[config.mk]
export PLATFORM = sky130hd
export DESIGN_NAME = battery_meas_accumulator
export DESIGN_NICKNAME = d
export VERILOG_FILES = /design/src/inc/batt_meas_pkg.sv /design/src/inc/meas_seq_if.sv /design/src/battery_meas_accumulator.sv /design/src/meas_sequencer.sv
export SDC_FILE = /design/constraint.sdc
export NUM_CORES = 1
export LEC_CHECK = 0
export ABC_AREA = 0
export ABC_CLOCK_PERIOD_IN_PS = 7500
export BUFFER_PORTS_ARGS = -buffer_cell sky130_fd_sc_hd__buf_2
export CAP_MARGIN = 20
export CORE_ASPECT_RATIO = 2
export CORE_UTILIZATION = 40
export DETAILED_ROUTE_END_ITERATION = 7
export PLACE_DENSITY = 0.61
export SYNTH_ARGS = -nofsm -noshare
export SYNTH_HDL_FRONTEND = slang
export SYNTH_HIERARCHICAL = 1
export SYNTH_SLANG_ARGS = --single-unit
[constraint.sdc]
create_clock -name i_clk -period 7.5 [get_ports i_clk]
set_input_delay 0.75 -clock i_clk [delete_from_list [all_inputs] [get_ports i_clk]]
set_output_delay 0.75 -clock i_clk [all_outputs]
set_load 0.03 [all_outputs]
[src/inc/batt_meas_pkg.sv]
`default_nettype none
package batt_meas_pkg;
   localparam int CLK_PERIOD_NS    = 100;
   localparam int SLOT_TIME_MS     = 880;
   localparam int SLOT_CYCLES_DFLT = SLOT_TIME_MS * 1_000_000 / CLK_PERIOD_NS;
   localparam int OFFSET_PERIOD    = 1024;
   localparam int CONV_CNT_W       = 10;
   localparam int TICK_W           = 32;
   localparam int RAW_W            = 18;
   localparam int SUM_W            = 20;
   localparam int CUR_W            = 16;
   localparam int BIAS_W           = 8;
   localparam int AUX_W            = 16;
   localparam int ACC_W            = 27;
   localparam int SCALE_W          = 36;
   localparam logic signed [CUR_W-1:0]  CUR_MAX    = 16'sh7FFF;
   localparam logic signed [CUR_W-1:0]  CUR_MIN    = 16'sh8000;
   localparam logic signed [SUM_W-1:0]  SUM_HI     = 20'sh07FFF;
   localparam logic signed [SUM_W-1:0]  SUM_LO     = 20'shF8000;
   localparam logic signed [BIAS_W-1:0] BIAS_RESET = 8'sh00;
   localparam logic signed [ACC_W-1:0]  ACC_LIMIT  = 27'sh1FF5D17;
   typedef enum logic [0:0] {
      ST_SLEEP = 1'b0,
      ST_RUN   = 1'b1
   } seq_state_e;
endpackage
`default_nettype wire

[src/inc/meas_seq_if.sv]
`timescale 1ns/100ps
`default_nettype none
interface meas_seq_if;
   logic conv_done;
   logic offset_conv;
   logic second_slot;
   modport seq  (output conv_done, output offset_conv, output second_slot);
   modport meas (input conv_done, input offset_conv, input second_slot);
endinterface
`default_nettype wire

[src/battery_meas_accumulator.sv]
// What this block does
// Aux slots alternate input A with input B, or with temperature when selected; each measured result refreshes every 1760ms.
// Divider supply output is driven during each aux input conversion, lagging the slot start by one clock.
// Temperature result, 0.125 degC per LSB, refreshes every 1760ms when selected.
// Second aux slot measures temperature only while the temperature select bit is set.
// Current is positive with the sense pin below ground, negative above.
// Current result updates every 880ms at the end of each non-offset conversion.
// Current results clamp to 7FFFh on charge and 8000h on discharge.
// Every 1024th conversion measures offset; correction applies to the next 1023.
// Offset conversions leave the current result holding its previous value.
// Bias is added to raw current; the sum is shown and accumulated.
// Host may write the bias anytime; later measurements use the new value.
// Bias is an 8-bit two's complement value in 25 microvolt steps.
// Bias lives in retained storage with a default of 00h.
// Charge counter adds each unblanked corrected current at the end of each non-offset conversion, spanning 204.8mVh.
// Accumulated charge is scaled by the capacity factor for relative capacity.
// Currents below the blanking threshold are not accumulated; the counter holds.
// Measurements run only in active mode; register access works in sleep.
// Charge counter saturates at its range limits instead of wrapping.
`timescale 1ns/100ps
`default_nettype none
module battery_meas_accumulator import batt_meas_pkg::*; #(
   parameter int SLOT_CYCLES = SLOT_CYCLES_DFLT
) (
   // Clock and reset.
   input  wire logic                     i_clk,
   input  wire logic                     i_rst_b,
   // Mode and configuration.
   input  wire logic                     i_active,
   input  wire logic                     i_internal_temp_select,
   input  wire logic [7:0]               i_blank_threshold,
   input  wire logic [7:0]               i_capacity_factor,
   // Converter samples.
   input  wire logic signed [RAW_W-1:0]  i_sense_pin,
   input  wire logic signed [AUX_W-1:0]  i_aux_input_a,
   input  wire logic signed [AUX_W-1:0]  i_aux_input_b,
   input  wire logic signed [AUX_W-1:0]  i_temp_sensor,
   // Bias register access.
   input  wire logic                     i_bias_wr,
   input  wire logic signed [BIAS_W-1:0] i_bias_wdata,
   output logic signed [BIAS_W-1:0]      o_current_offset_bias,
   // Results.
   output logic signed [CUR_W-1:0]       o_current,
   output logic signed [AUX_W-1:0]       o_aux_a,
   output logic signed [AUX_W-1:0]       o_aux_b,
   output logic signed [AUX_W-1:0]       o_temperature,
   output logic signed [ACC_W-1:0]       o_charge_accumulator,
   output logic signed [SCALE_W-1:0]     o_scaled_charge,
   // Divider supply.
   output logic                          o_divider_supply_out
);
   meas_seq_if seq_bus ();

   meas_sequencer #(
      .SLOT_CYCLES (SLOT_CYCLES)
   ) u_seq (
      .i_clk    (i_clk),
      .i_rst_b  (i_rst_b),
      .i_active (i_active),
      .seq      (seq_bus.seq)
   );

   logic signed [BIAS_W-1:0]  bias_r, bias_nxt;
   logic signed [RAW_W-1:0]   offset_r, offset_nxt;
   logic signed [CUR_W-1:0]   cur_r, cur_nxt;
   logic signed [AUX_W-1:0]   aux_a_r, aux_a_nxt;
   logic signed [AUX_W-1:0]   aux_b_r, aux_b_nxt;
   logic signed [AUX_W-1:0]   temp_r, temp_nxt;
   logic signed [ACC_W-1:0]   acc_r, acc_nxt;
   logic signed [SCALE_W-1:0] scaled_r, scaled_nxt;
   logic                      div_r, div_nxt;
   logic signed [SUM_W-1:0]   cur_sum;
   logic signed [CUR_W-1:0]   cur_clamped;
   logic [CUR_W:0]            cur_mag;
   logic                      blank;
   logic signed [ACC_W:0]     acc_sum;
   logic                      meas_done;

   assign meas_done = seq_bus.conv_done && !seq_bus.offset_conv;

   always_comb begin
      cur_sum = SUM_W'(offset_r) - SUM_W'(i_sense_pin) + SUM_W'(bias_r);
      if (cur_sum > SUM_HI) begin
         cur_clamped = CUR_MAX;
      end else if (cur_sum < SUM_LO) begin
         cur_clamped = CUR_MIN;
      end else begin
         cur_clamped = cur_sum[CUR_W-1:0];
      end
      cur_mag = cur_clamped[CUR_W-1] ? (CUR_W+1)'(-cur_clamped) : (CUR_W+1)'(cur_clamped);
      blank   = cur_mag < {9'h000, i_blank_threshold};
      acc_sum = (ACC_W+1)'(acc_r) + (ACC_W+1)'(cur_clamped);
   end

   always_comb begin
      bias_nxt   = bias_r;
      offset_nxt = offset_r;
      cur_nxt    = cur_r;
      aux_a_nxt  = aux_a_r;
      aux_b_nxt  = aux_b_r;
      temp_nxt   = temp_r;
      acc_nxt    = acc_r;
      if (i_bias_wr) begin
         bias_nxt = i_bias_wdata;
      end
      if (seq_bus.conv_done && seq_bus.offset_conv) begin
         offset_nxt = i_sense_pin;
      end
      if (meas_done) begin
         cur_nxt = cur_clamped;
         if (!blank) begin
            if (acc_sum > (ACC_W+1)'(ACC_LIMIT)) begin
               acc_nxt = ACC_LIMIT;
            end else if (acc_sum < -(ACC_W+1)'(ACC_LIMIT)) begin
               acc_nxt = -ACC_LIMIT;
            end else begin
               acc_nxt = acc_sum[ACC_W-1:0];
            end
         end
      end
      // The slot parity has already moved on when the done pulse arrives.
      if (seq_bus.conv_done) begin
         if (seq_bus.second_slot) begin
            aux_a_nxt = i_aux_input_a;
         end else if (i_internal_temp_select) begin
            temp_nxt = i_temp_sensor;
         end else begin
            aux_b_nxt = i_aux_input_b;
         end
      end
      scaled_nxt = SCALE_W'(acc_r) * SCALE_W'(signed'({1'b0, i_capacity_factor}));
      div_nxt    = i_active && (!seq_bus.second_slot || !i_internal_temp_select);
   end

   always_ff @(posedge i_clk) begin
      if (!i_rst_b) begin
         bias_r   <= BIAS_RESET;
         offset_r <= '0;
         cur_r    <= '0;
         aux_a_r  <= '0;
         aux_b_r  <= '0;
         temp_r   <= '0;
         acc_r    <= '0;
         scaled_r <= '0;
         div_r    <= 1'b0;
      end else begin
         bias_r   <= bias_nxt;
         offset_r <= offset_nxt;
         cur_r    <= cur_nxt;
         aux_a_r  <= aux_a_nxt;
         aux_b_r  <= aux_b_nxt;
         temp_r   <= temp_nxt;
         acc_r    <= acc_nxt;
         scaled_r <= scaled_nxt;
         div_r    <= div_nxt;
      end
   end

   assign o_current_offset_bias = bias_r;
   assign o_current             = cur_r;
   assign o_aux_a               = aux_a_r;
   assign o_aux_b               = aux_b_r;
   assign o_temperature         = temp_r;
   assign o_charge_accumulator  = acc_r;
   assign o_scaled_charge       = scaled_r;
   assign o_divider_supply_out  = div_r;

   a_bias_write_taken: assert property (@(posedge i_clk) disable iff (!i_rst_b)
      i_bias_wr |=> (bias_r == $past(i_bias_wdata)))
      else $error("Bias write not taken.");
   a_clamp_high: assert property (@(posedge i_clk) disable iff (!i_rst_b)
      (meas_done && cur_sum > SUM_HI) |=> (cur_r == CUR_MAX))
      else $error("Charge overrange not clamped.");
   a_clamp_low: assert property (@(posedge i_clk) disable iff (!i_rst_b)
      (meas_done && cur_sum < SUM_LO) |=> (cur_r == CUR_MIN))
      else $error("Discharge overrange not clamped.");
   a_offset_holds_cur: assert property (@(posedge i_clk) disable iff (!i_rst_b)
      (seq_bus.conv_done && seq_bus.offset_conv) |=> $stable(cur_r))
      else $error("Current changed on offset conversion.");
   a_cur_update_time: assert property (@(posedge i_clk) disable iff (!i_rst_b)
      $changed(cur_r) |-> $past(meas_done))
      else $error("Current changed outside conversion end.");
   a_blank_holds_acc: assert property (@(posedge i_clk) disable iff (!i_rst_b)
      (meas_done && blank) |=> $stable(acc_r))
      else $error("Blanked current was accumulated.");
   a_acc_in_range: assert property (@(posedge i_clk) disable iff (!i_rst_b)
      (acc_r <= ACC_LIMIT) && (acc_r >= -ACC_LIMIT))
      else $error("Charge counter out of range.");
   a_divider_on_aux: assert property (@(posedge i_clk) disable iff (!i_rst_b)
      (seq_bus.conv_done && (seq_bus.second_slot || !$past(i_internal_temp_select))) |-> div_r)
      else $error("Divider off during aux conversion.");
   a_temp_slot: assert property (@(posedge i_clk) disable iff (!i_rst_b)
      (seq_bus.conv_done && !seq_bus.second_slot && i_internal_temp_select)
      |=> (temp_r == $past(i_temp_sensor)) && $stable(aux_b_r))
      else $error("Temperature slot misrouted.");
   a_aux_a_slot: assert property (@(posedge i_clk) disable iff (!i_rst_b)
      (seq_bus.conv_done && seq_bus.second_slot) |=> (aux_a_r == $past(i_aux_input_a)))
      else $error("First aux slot misrouted.");
   a_aux_b_slot: assert property (@(posedge i_clk) disable iff (!i_rst_b)
      (seq_bus.conv_done && !seq_bus.second_slot && !i_internal_temp_select)
      |=> (aux_b_r == $past(i_aux_input_b)) && $stable(temp_r))
      else $error("Second aux slot misrouted.");
   a_offset_capture: assert property (@(posedge i_clk) disable iff (!i_rst_b)
      (seq_bus.conv_done && seq_bus.offset_conv) |=> (offset_r == $past(i_sense_pin)))
      else $error("Offset sample not captured.");
   a_acc_saturate: assert property (@(posedge i_clk) disable iff (!i_rst_b)
      (meas_done && !blank && acc_sum > (ACC_W+1)'(ACC_LIMIT)) |=> (acc_r == ACC_LIMIT))
      else $error("Charge counter did not saturate.");
   a_bias_holds: assert property (@(posedge i_clk) disable iff (!i_rst_b)
      !i_bias_wr |=> $stable(bias_r))
      else $error("Bias changed without a write.");
   a_divider_sleep: assert property (@(posedge i_clk) disable iff (!i_rst_b)
      !i_active |=> !div_r)
      else $error("Divider driven while asleep.");

   c_offset_conv: cover property (@(posedge i_clk) seq_bus.conv_done && seq_bus.offset_conv);
   c_blanked: cover property (@(posedge i_clk) meas_done && blank);
   c_clamp_hi: cover property (@(posedge i_clk) meas_done && cur_sum > SUM_HI);
   c_temp_slot: cover property (@(posedge i_clk)
      seq_bus.conv_done && !seq_bus.second_slot && i_internal_temp_select);
   c_acc_limit: cover property (@(posedge i_clk) acc_r == ACC_LIMIT);
endmodule // battery_meas_accumulator
`default_nettype wire

[src/meas_sequencer.sv]
`timescale 1ns/100ps
`default_nettype none
module meas_sequencer import batt_meas_pkg::*; #(
   parameter int SLOT_CYCLES = SLOT_CYCLES_DFLT
) (
   // Clock and reset.
   input  wire logic  i_clk,
   input  wire logic  i_rst_b,
   // Mode.
   input  wire logic  i_active,
   // Conversion events.
   meas_seq_if.seq    seq
);
   seq_state_e            state_r, state_nxt;
   logic [TICK_W-1:0]     tick_r, tick_nxt;
   logic [CONV_CNT_W-1:0] conv_r, conv_nxt;
   logic                  done_r, done_nxt;
   logic                  second_r, second_nxt;
   logic                  off_r, off_nxt;

   always_comb begin
      state_nxt  = state_r;
      tick_nxt   = tick_r;
      conv_nxt   = conv_r;
      done_nxt   = 1'b0;
      second_nxt = second_r;
      off_nxt    = 1'b0;
      case (state_r)
         ST_SLEEP: begin
            tick_nxt = '0;
            if (i_active) begin
               state_nxt = ST_RUN;
            end
         end
         ST_RUN: begin
            if (!i_active) begin
               state_nxt = ST_SLEEP;
               tick_nxt  = '0;
            end else if (tick_r == TICK_W'(SLOT_CYCLES - 1)) begin
               tick_nxt   = '0;
               done_nxt   = 1'b1;
               conv_nxt   = conv_r + 1'b1;
               off_nxt    = (conv_r == CONV_CNT_W'(OFFSET_PERIOD - 1));
               second_nxt = !second_r;
            end else begin
               tick_nxt = tick_r + 1'b1;
            end
         end
         default: begin
            state_nxt = ST_SLEEP;
         end
      endcase
   end

   always_ff @(posedge i_clk) begin
      if (!i_rst_b) begin
         state_r  <= ST_SLEEP;
         tick_r   <= '0;
         conv_r   <= '0;
         done_r   <= 1'b0;
         second_r <= 1'b0;
         off_r    <= 1'b0;
      end else begin
         state_r  <= state_nxt;
         tick_r   <= tick_nxt;
         conv_r   <= conv_nxt;
         done_r   <= done_nxt;
         second_r <= second_nxt;
         off_r    <= off_nxt;
      end
   end

   assign seq.conv_done   = done_r;
   assign seq.offset_conv = off_r;
   assign seq.second_slot = second_r;

   a_offset_period: assert property (@(posedge i_clk) disable iff (!i_rst_b)
      (done_r && seq.offset_conv) |=> (conv_r == '0))
      else $error("Offset conversion not followed by count restart.");
   a_sleep_no_conv: assert property (@(posedge i_clk) disable iff (!i_rst_b)
      !i_active |=> !done_r)
      else $error("Conversion completed while asleep.");
endmodule // meas_sequencer
`default_nettype wire

==> results summary, run 1 <==
The post-synthesis async set-or-reset flop share came out at 0%. The number of cell instances on the worst register-to-register path came out at 28. The clock-pin slew of the registers on the worst-case setup and hold paths is 0.09 ns. Counting stages on the worst path, the most repeated cell is sky130_fd_sc_hd__buf_4. After synthesis the netlist holds a flip-flop and latch count of 200. The area growth from synthesis to layout is 15.19%. The total number of nets in the final design is 3015. The number of sinks handled by clock tree synthesis came out at 200. The worst hold-check slack came out at approximately 0.45 ns.

On the final layout, the worst clock skew is 0.02331 ns. In this run the tightest slew margin relative to its limit is 30.06%. The count of buffers inserted at the top-level ports came out at 230.

In this run the static leakage power is 10.61 nW. The overall fraction of global-route tracks in use came out at 25.43%. The tree is rooted in a sky130_fd_sc_hd__clkbuf_16. The number of pins with negative max-slew slack in the final report was 0. The worst path meets setup with 0.4117 ns of slack. In this run the worst path has a maximum fanout of 13. The total overflow left after global routing is 0. The initial utilization of the core area, before any placement, comes to 40.62%. The distinct cell type count of the synthesized netlist came out at 95.

The fraction of layout instances using a drive strength above 1 is between 15 and 20%. The floorplan step defined a die boundary enclosing 0.04932 mm^2. The count of flip-flops with a built-in enable after synthesis came out at 0. In the routed design, unresolved DRC markers number 0. The number of clock buffers added by TritonCTS is 17. The number of nets in the synthesized netlist is 2773.

The pin count of the biggest net entering global routing is 97. The number of endpoints with negative hold slack in the final report came out at 0. The total core area is roughly 0.048 mm^2. The setup total negative slack came out at 0 ns.

Buffers inserted to repair hold after CTS numbered 0. The die outline height came out at 313.1 um. The synthesized netlist occupies a cell area of 0.01935 mm^2.

The category of the worst setup path launch point is a register. The initial antenna violation count is 3. The post-detailed-route via-to-cell ratio is 5.467. For hold timing, the worst endpoint is u_seq/tick_r[0]$_SDFF_PP0_. The routability congestion estimate from global placement is roughly 0.98. The setup path with the least slack is of type register to register.

The highest attainable clock frequency came out at 141.1 MHz. The starting DRC count in detailed routing is 816. Across the run, the number of max-cap violations was 0. The number of failing setup endpoints in the final timing report is 0. The start point of the critical path is o_current_offset_bias[7]$_SDFFE_PN0P_. The cell family with the largest share of critical-path delay is compound AO/OA/AOI/OAI gates. In this run the horizontal extent of the chip is 157.5 um. The number of top-level pins is ~230.

For the pin with the worst max-slew slack, the measured transition is 1.044 ns. The power density relative to cell area is 137.3 mW/mm^2. The TritonCTS clock tree is built. The period utilization is 94.51%. The total placed cells including tap cells is 3213. The endpoint identified for the worst register-to-register timing path is o_charge_accumulator[17]$_SDFFE_PN0P_.

The placed instances occupy a cell area of 0.02156 mm^2. The number of instances on the worst hold path came out at 1. The required time at the endpoint of the critical path came out at 7.90 ns. The time the final worst path needs with I/O delays and setup is roughly 7.1 ns. In the synthesized netlist the dominant register cell turns out to be sky130_fd_sc_hd__dfxtp_1. The number of buffers and inverters on the critical path came out at 7.

The summed area of non-filler cells in the final layout is between 0.02 and 0.025 mm^2. The flop-to-flop setup slack came out at 0.41 ns. The number of nets with antenna violations after routing came out at 0. Clock latency on the worst-skew pair, taken at its later pin, is 0.48 ns.

Summed over all nets, the half-perimeter wirelength after detailed placement is between 40000 and 50000 um. The origin of the worst min-delay path is u_seq/tick_r[0]$_SDFF_PP0_. The instance count of the mapped netlist came out at 2361. The floorplan has 113 rows. The detailed-route wire length is between 60000 and 70000 um. The flow ran to the end, and the final reports show no timing, DRC or antenna violations. The number of H-tree levels is 4. The average footprint of a synthesized cell came out at 8.198 um^2. The utilization after layout came out at 46.79%. The stage delay of the slowest cell on the critical path came out at 0.50 ns. The largest individual stage delay along the critical path comes from the cell sky130_fd_sc_hd__fa_1. The worst setup path is captured at a register.

The routed layout has 17767 vias. The portion of the post-synthesis area used by sequential elements is 20.69%. The largest vdd supply drop came out at 144.0 uV. The count of placed standard cells in the final layout, fillers left out came out at 3250. The worst setup slack before clock tree synthesis came out at -0.1143 ns. The number of warnings printed during yosys synthesis is 6.

For this run, the detailed router's first-pass iteration total came to 5. The data arrival time at the worst-slack endpoint is 7.49 ns. The design draws 3.060 mW. The worst hold path belongs to the class register to register. The launch point of the worst reg-to-reg path is o_current_offset_bias[7]$_SDFFE_PN0P_. The maximum root-to-sink buffer count came out at 2.

Dividing the detail-routed wire length by the instance count gives 18.82 um. The first global-routing pass estimated between 90000 and 100000 um of wire. The via count of the first global-routing pass is 18685.
[registers in the layout (all words and copies together) (netlist names)]
name                   flops
o_current                 16
u_seq/tick_r              32
offset_r                  18
u_seq/seq.offset_conv      1
o_aux_a                   16
u_seq/state_r              1
u_seq/conv_r              10
u_seq/seq.second_slot      1
o_scaled_charge           36
u_seq/seq.conv_done        1
o_divider_supply_out       1
o_charge_accumulator      27
o_aux_b                   16
o_temperature             16
o_current_offset_bias      8
[layout by cell type (no fill, tap or decap), drive strengths merged, types with 5 or more instances in the layout]
| cell | n |
|---|---|
| nand2b | 25 |
| inv | 314 |
| a2111oi | 9 |
| a211oi | 21 |
| and4 | 8 |
| a311oi | 8 |
| ha | 130 |
| buf | 319 |
| o211a | 5 |
| or3 | 15 |
| nor3b | 8 |
| or2 | 13 |
| fa | 187 |
| mux2i | 20 |
| nor2 | 117 |
| nand4 | 25 |
| and2 | 159 |
| nand2 | 323 |
| a31oi | 11 |
| nor4 | 18 |
| and3 | 23 |
| nor2b | 12 |
| nand3 | 48 |
| o21a | 20 |
| a21oi | 203 |
| or4 | 11 |
| o211ai | 12 |
| xnor2 | 39 |
| o21ai | 69 |
| nor3 | 47 |
| a31o | 5 |
| clkbuf | 19 |
| o31ai | 22 |
| o22ai | 13 |
| a221o | 5 |
| a21o | 28 |
| xor2 | 36 |
| dfxtp | 200 |
[how the worst max path moves through the flow]
| stage | to | slack, ns | depth (start not counted) |
|---|---|---|---|
| 6_report | o_charge_accumulator[17]$_SDFFE_PN0P_ | 0.41 | 28 |
| 4_1_cts | o_charge_accumulator[20]$_SDFFE_PN0P_ | 0.18 | 26 |
| 2_1_floorplan | o_charge_accumulator[13]$_SDFFE_PN0P_ | 0.34 | 28 |
| 3_3_place_gp | o_charge_accumulator[20]$_SDFFE_PN0P_ | -0.03 | 27 |
| 5_1_grt | o_charge_accumulator[7]$_SDFFE_PN0P_ | -0.01 | 27 |
| 3_5_place_dp | o_charge_accumulator[20]$_SDFFE_PN0P_ | -0.11 | 27 |
[where the power goes]
part,total [mW],switching [mW],internal [mW]
Combinational,0.983,0.604,0.378
Sequential,1.07,0.00282,1.06
Clock,1.01,0.519,0.492
Total,3.06,1.13,1.93
[logic make-up (layout without fill, tap and decap cells)]
| logic type | Yosys count | in the layout | share of synthesized area (%) |
|---|---|---|---|
| simple gates | 870 | 870 | 22.53 |
| compound gates | 474 | 474 | 16.35 |
| buf+inv | 403 | 658 | 8.107 |
| fa+ha+maj | 317 | 317 | 27.75 |
| flops | 200 | 200 | 20.69 |
| xor+xnor | 75 | 75 | 3.433 |
| mux | 22 | 22 | 1.151 |
| other cells | 0 | 2 | 0 |
[area by class of cell]
type | instances | area, um^2
Antenna cell | 2 | 5.005
Clock buffer | 19 | 442.9
Clock inverter | 13 | 167.7
Fill cell | 4774 | 25350
Inverter | 307 | 1159
Multi-Input combinational cell | 1758 | 13860
Sequential cell | 200 | 4004
Tap cell | 632 | 790.8
Timing Repair Buffer | 319 | 1864
[synth_stat cells, drive strengths merged, types with 36 or more instances]
cell | number | area share (%)
nand2 | 323 | 6.3
nor2 | 117 | 2.3
inv | 307 | 6.0
dfxtp | 200 | 21
o21ai | 69 | 1.8
xor2 | 36 | 1.7
and2 | 159 | 5.1
xnor2 | 39 | 1.8
fa | 187 | 19
nand3 | 48 | 1.2
ha | 130 | 8.4
nor3 | 47 | 1.2
clkbuf | 68 | 1.3
a21oi | 203 | 5.2
[timing repair]
item,in CTS,in global routing
endpoints found under the setup margin,0,27
setup buffers,0,2
resized for setup,0,18
[metal layers]
layer	part of all wire (%)	track usage, %	up-vias
met2	55	48.77	481
met3	3.7	3.691	194
li1	-	-	8364
met4	7.1	18.14	0
met5	0	0	-
met1	34	23.95	8728
Power figures use the tool's default switching activity.
==> inputs of run 2 (changes only) <==
- CELL_PAD_IN_SITES_DETAIL_PLACEMENT: unset -> 1
- CELL_PAD_IN_SITES_GLOBAL_PLACEMENT: unset -> 1
- PLACE_DENSITY: 0.61 -> 0.77
==> run 2 against run 1 <==
Compared with the run above:
- sequential power is essentially flat
- non-clock buffer count fell by 18
- count of clock-buffer cells in the layout stayed put
- sequential share of layout area is 0.13 points higher
- largest cell class unchanged
- highest routed layer unchanged
==> results summary, run 2 (same netlist as run 1, synthesis figures left out) <==
The commonest non-fill, non-tap cell in the layout is sky130_fd_sc_hd__nand2_1 (unchanged). The switching share of power is 35.76% (was 36.80%). The data arrival time at the worst-slack endpoint came to 7.62 ns (was 7.49 ns). The fraction of layout instances using a drive strength above 1 is 15.70% (was 16.13%). Top library cells by usage in the layout, fill and taps aside: sky130_fd_sc_hd__nand2_1 (321), sky130_fd_sc_hd__inv_1 (305), sky130_fd_sc_hd__buf_2 (230) (was sky130_fd_sc_hd__nand2_1 (322), sky130_fd_sc_hd__inv_1 (305), sky130_fd_sc_hd__buf_2 (230)). The overall die width is 157.5 um (unchanged).

The combinational power share is 31.6% (was 32.1%). The number of flip-flops in the largest register came out at 36 (unchanged). The number of nets with antenna violations after routing came to 0 (unchanged). The number of failing setup endpoints in the final timing report came to 0 (unchanged).

The static leakage is 10.52 nW (was 10.61 nW). The routed wirelength normalized by instance count is 20.01 um (was 18.82 um). The relative contribution of sequential cells to total power came out at 34.9% (about the same). The layout overhead on the synthesized area is 14.38% (was 15.19%). The worst-case setup margin in the final layout is 0.2821 ns (was 0.4117 ns). The category of the worst setup path launch point was a register (unchanged). The detailed-route wire length is 64650 um (was 61150 um). The number of H-tree levels was 4 (unchanged).

The TritonCTS clock tree is built (unchanged). The starting DRC count in detailed routing is 729 (was 816). The wire length of the first global-routing pass is 103400 um (was 96260 um). The total iterations of the first detailed-routing run is 5 (unchanged).

The routability congestion estimate from global placement came out at 0.8903 (was 0.9827). The path type of the worst min-delay path was register to register (unchanged). The count of vias placed by the detailed router came out at 18016 (was 17767).

The number of top-level pins came out at 231 (unchanged). The setup total negative slack is 0 ns (unchanged). The number of standard-cell rows in the floorplan is 113 (unchanged).

The largest vdd supply drop was 160.9 uV (was 144.0 uV). The setup skew after layout is 0.01107 ns (was 0.02331 ns). The number of fillers in the final layout is 5905 (was 4774). The number of buffers created by CTS is 17 (unchanged). The power density relative to cell area came out at 138.2 mW/mm^2 (was 137.3 mW/mm^2). The placed wire-length estimate is 51580 um (was 48750 um). The period utilization is 96.24% (was 94.51%). The number of buffers and inverters on the critical path is 5 (was 7). The slew at the pin closest to its max-slew limit came out at 1.010 ns (was 1.044 ns).

The library cell used as clock root buffer is sky130_fd_sc_hd__clkbuf_16 (unchanged). The total power of the final layout is 3.060 mW (about the same). The cell with the most instances on the worst path was sky130_fd_sc_hd__buf_4 (unchanged). The clock network latency to the later pin of the worst-skew pair is 0.48 ns (about the same). The highest attainable clock frequency came out at 138.5 MHz (was 141.1 MHz).

The clock-pin slew of the registers on the worst-case setup and hold paths is 0.08 ns (was 0.09 ns). The summed area of non-filler cells in the final layout came to 0.02214 mm^2 (was 0.02230 mm^2). The number of sinks handled by clock tree synthesis is 200 (unchanged). The initial antenna violation count came out at 1 (was 3). The post-detailed-route via-to-cell ratio came out at 5.576 (was 5.467).

The internal power was 1.966 mW (was 1.934 mW). The pin count of the biggest net entering global routing is 74 (was 97). The via count of the first global-routing pass came out at 20190 (was 18685).

The worst max-slew margin expressed relative to the limit came to 32.37% (was 30.06%). The total die area is 0.04932 mm^2 (unchanged). The number of endpoints with negative hold slack in the final report is 0 (unchanged).

The stage delay of the slowest cell on the critical path is 0.55 ns (was 0.50 ns). The total core area is 0.04765 mm^2 (unchanged). The total net switching power is 1.094 mW (was 1.126 mW). The utilization after layout was 46.46% (was 46.79%). The required time at the endpoint of the critical path came out at 7.90 ns (about the same).

The die outline height came out at 313.1 um (unchanged). The critical path capture point type is a register (unchanged). The highest net fanout along the worst path is 11 (was 13). The number of pins with negative max-slew slack in the final report is 0 (unchanged). Run status: completed (unchanged). The critical path start-end classification is register to register (unchanged). The time the final worst path needs with I/O delays and setup came to 7.218 ns (was 7.088 ns). The critical-path cell with the highest stage delay is sky130_fd_sc_hd__fa_1 (unchanged). The starting utilization of the core area is 40.62% (unchanged). The cell family with the largest share of critical-path delay was compound AO/OA/AOI/OAI gates (unchanged). The DRC violation count after routing came out at 0 (unchanged). The standard cell area after detailed placement came out at 0.02141 mm^2 (was 0.02156 mm^2). The count of buffers inserted at the top-level ports was 230 (unchanged).

The count of placed standard cells in the final layout, fillers left out was 3231 (was 3250). The global-route congestion overflow total came out at 0 (unchanged). The maximum root-to-sink buffer count is 2 (unchanged).

The worst hold-check slack came to 0.4454 ns (was 0.4489 ns). The total number of nets in the final design was 2997 (was 3015). The number of max-capacitance violations reported is 0 (unchanged).

The clock network power share came out at 33.6% (was 33.0%). The count of hold-fix buffers inserted at cts is 0 (unchanged). The total placed cells including tap cells is 3195 (was 3213). The worst setup slack before clock tree synthesis is -0.1705 ns (was -0.1143 ns). The overall fraction of global-route tracks in use is 27.04% (was 25.43%).
-- run 2: final timing paths --
kind	end	slack [ns]	cells after the start	start
hold / removal	u_seq/tick_r[0]$_SDFF_PP0_	0.45	1	u_seq/tick_r[0]$_SDFF_PP0_
setup / recovery	o_charge_accumulator[13]$_SDFFE_PN0P_	0.28	28	o_current_offset_bias[7]$_SDFFE_PN0P_
setup reg to reg	o_charge_accumulator[13]$_SDFFE_PN0P_	0.28	28	o_current_offset_bias[7]$_SDFFE_PN0P_
hold reg to reg	u_seq/tick_r[0]$_SDFF_PP0_	0.45	1	u_seq/tick_r[0]$_SDFF_PP0_
-- run 2: metal layers --
metal  vias up  wire length [um]  global-route usage (%)
li1       8293                 -                       -
met3       195              2195                   3.691
met1      9088             21970                   25.35
met4         0              3803                   16.57
met2       440             36670                   53.43
met5         -                 0                       0
-- run 2: final cells by class --
| type | count | area [um^2] | share of cell area (%) |
|---|---|---|---|
| Clock inverter | 13 | 185.2 | 0.8364 |
| Inverter | 307 | 1159 | 5.233 |
| Multi-Input combinational cell | 1758 | 13870 | 62.64 |
| Antenna cell | 1 | 2.502 | 0.01130 |
| Timing Repair Buffer | 301 | 1697 | 7.664 |
| Tap cell | 632 | 790.8 | 3.572 |
| Clock buffer | 19 | 432.9 | 1.955 |
| Sequential cell | 200 | 4004 | 18.09 |
-- run 2: repair_timing --
item | in CTS | in global routing
gates resized for setup | 0 | 26
setup buffers | 0 | 3
setup endpoints to repair | 0 | 27
-- run 2: power groups by stage --
| stage | clock network, mW | logic, mW | registers [mW] |
|---|---|---|---|
| after floorplan | 0 | 0.580 | 1.10 |
| after global placement | 0 | 0.892 | 1.09 |
| after detailed placement | 0 | 0.922 | 1.09 |
| after CTS | 1.05 | 0.928 | 1.07 |
| after global routing | 1.09 | 1.04 | 1.07 |
| final | 1.03 | 0.966 | 1.07 |
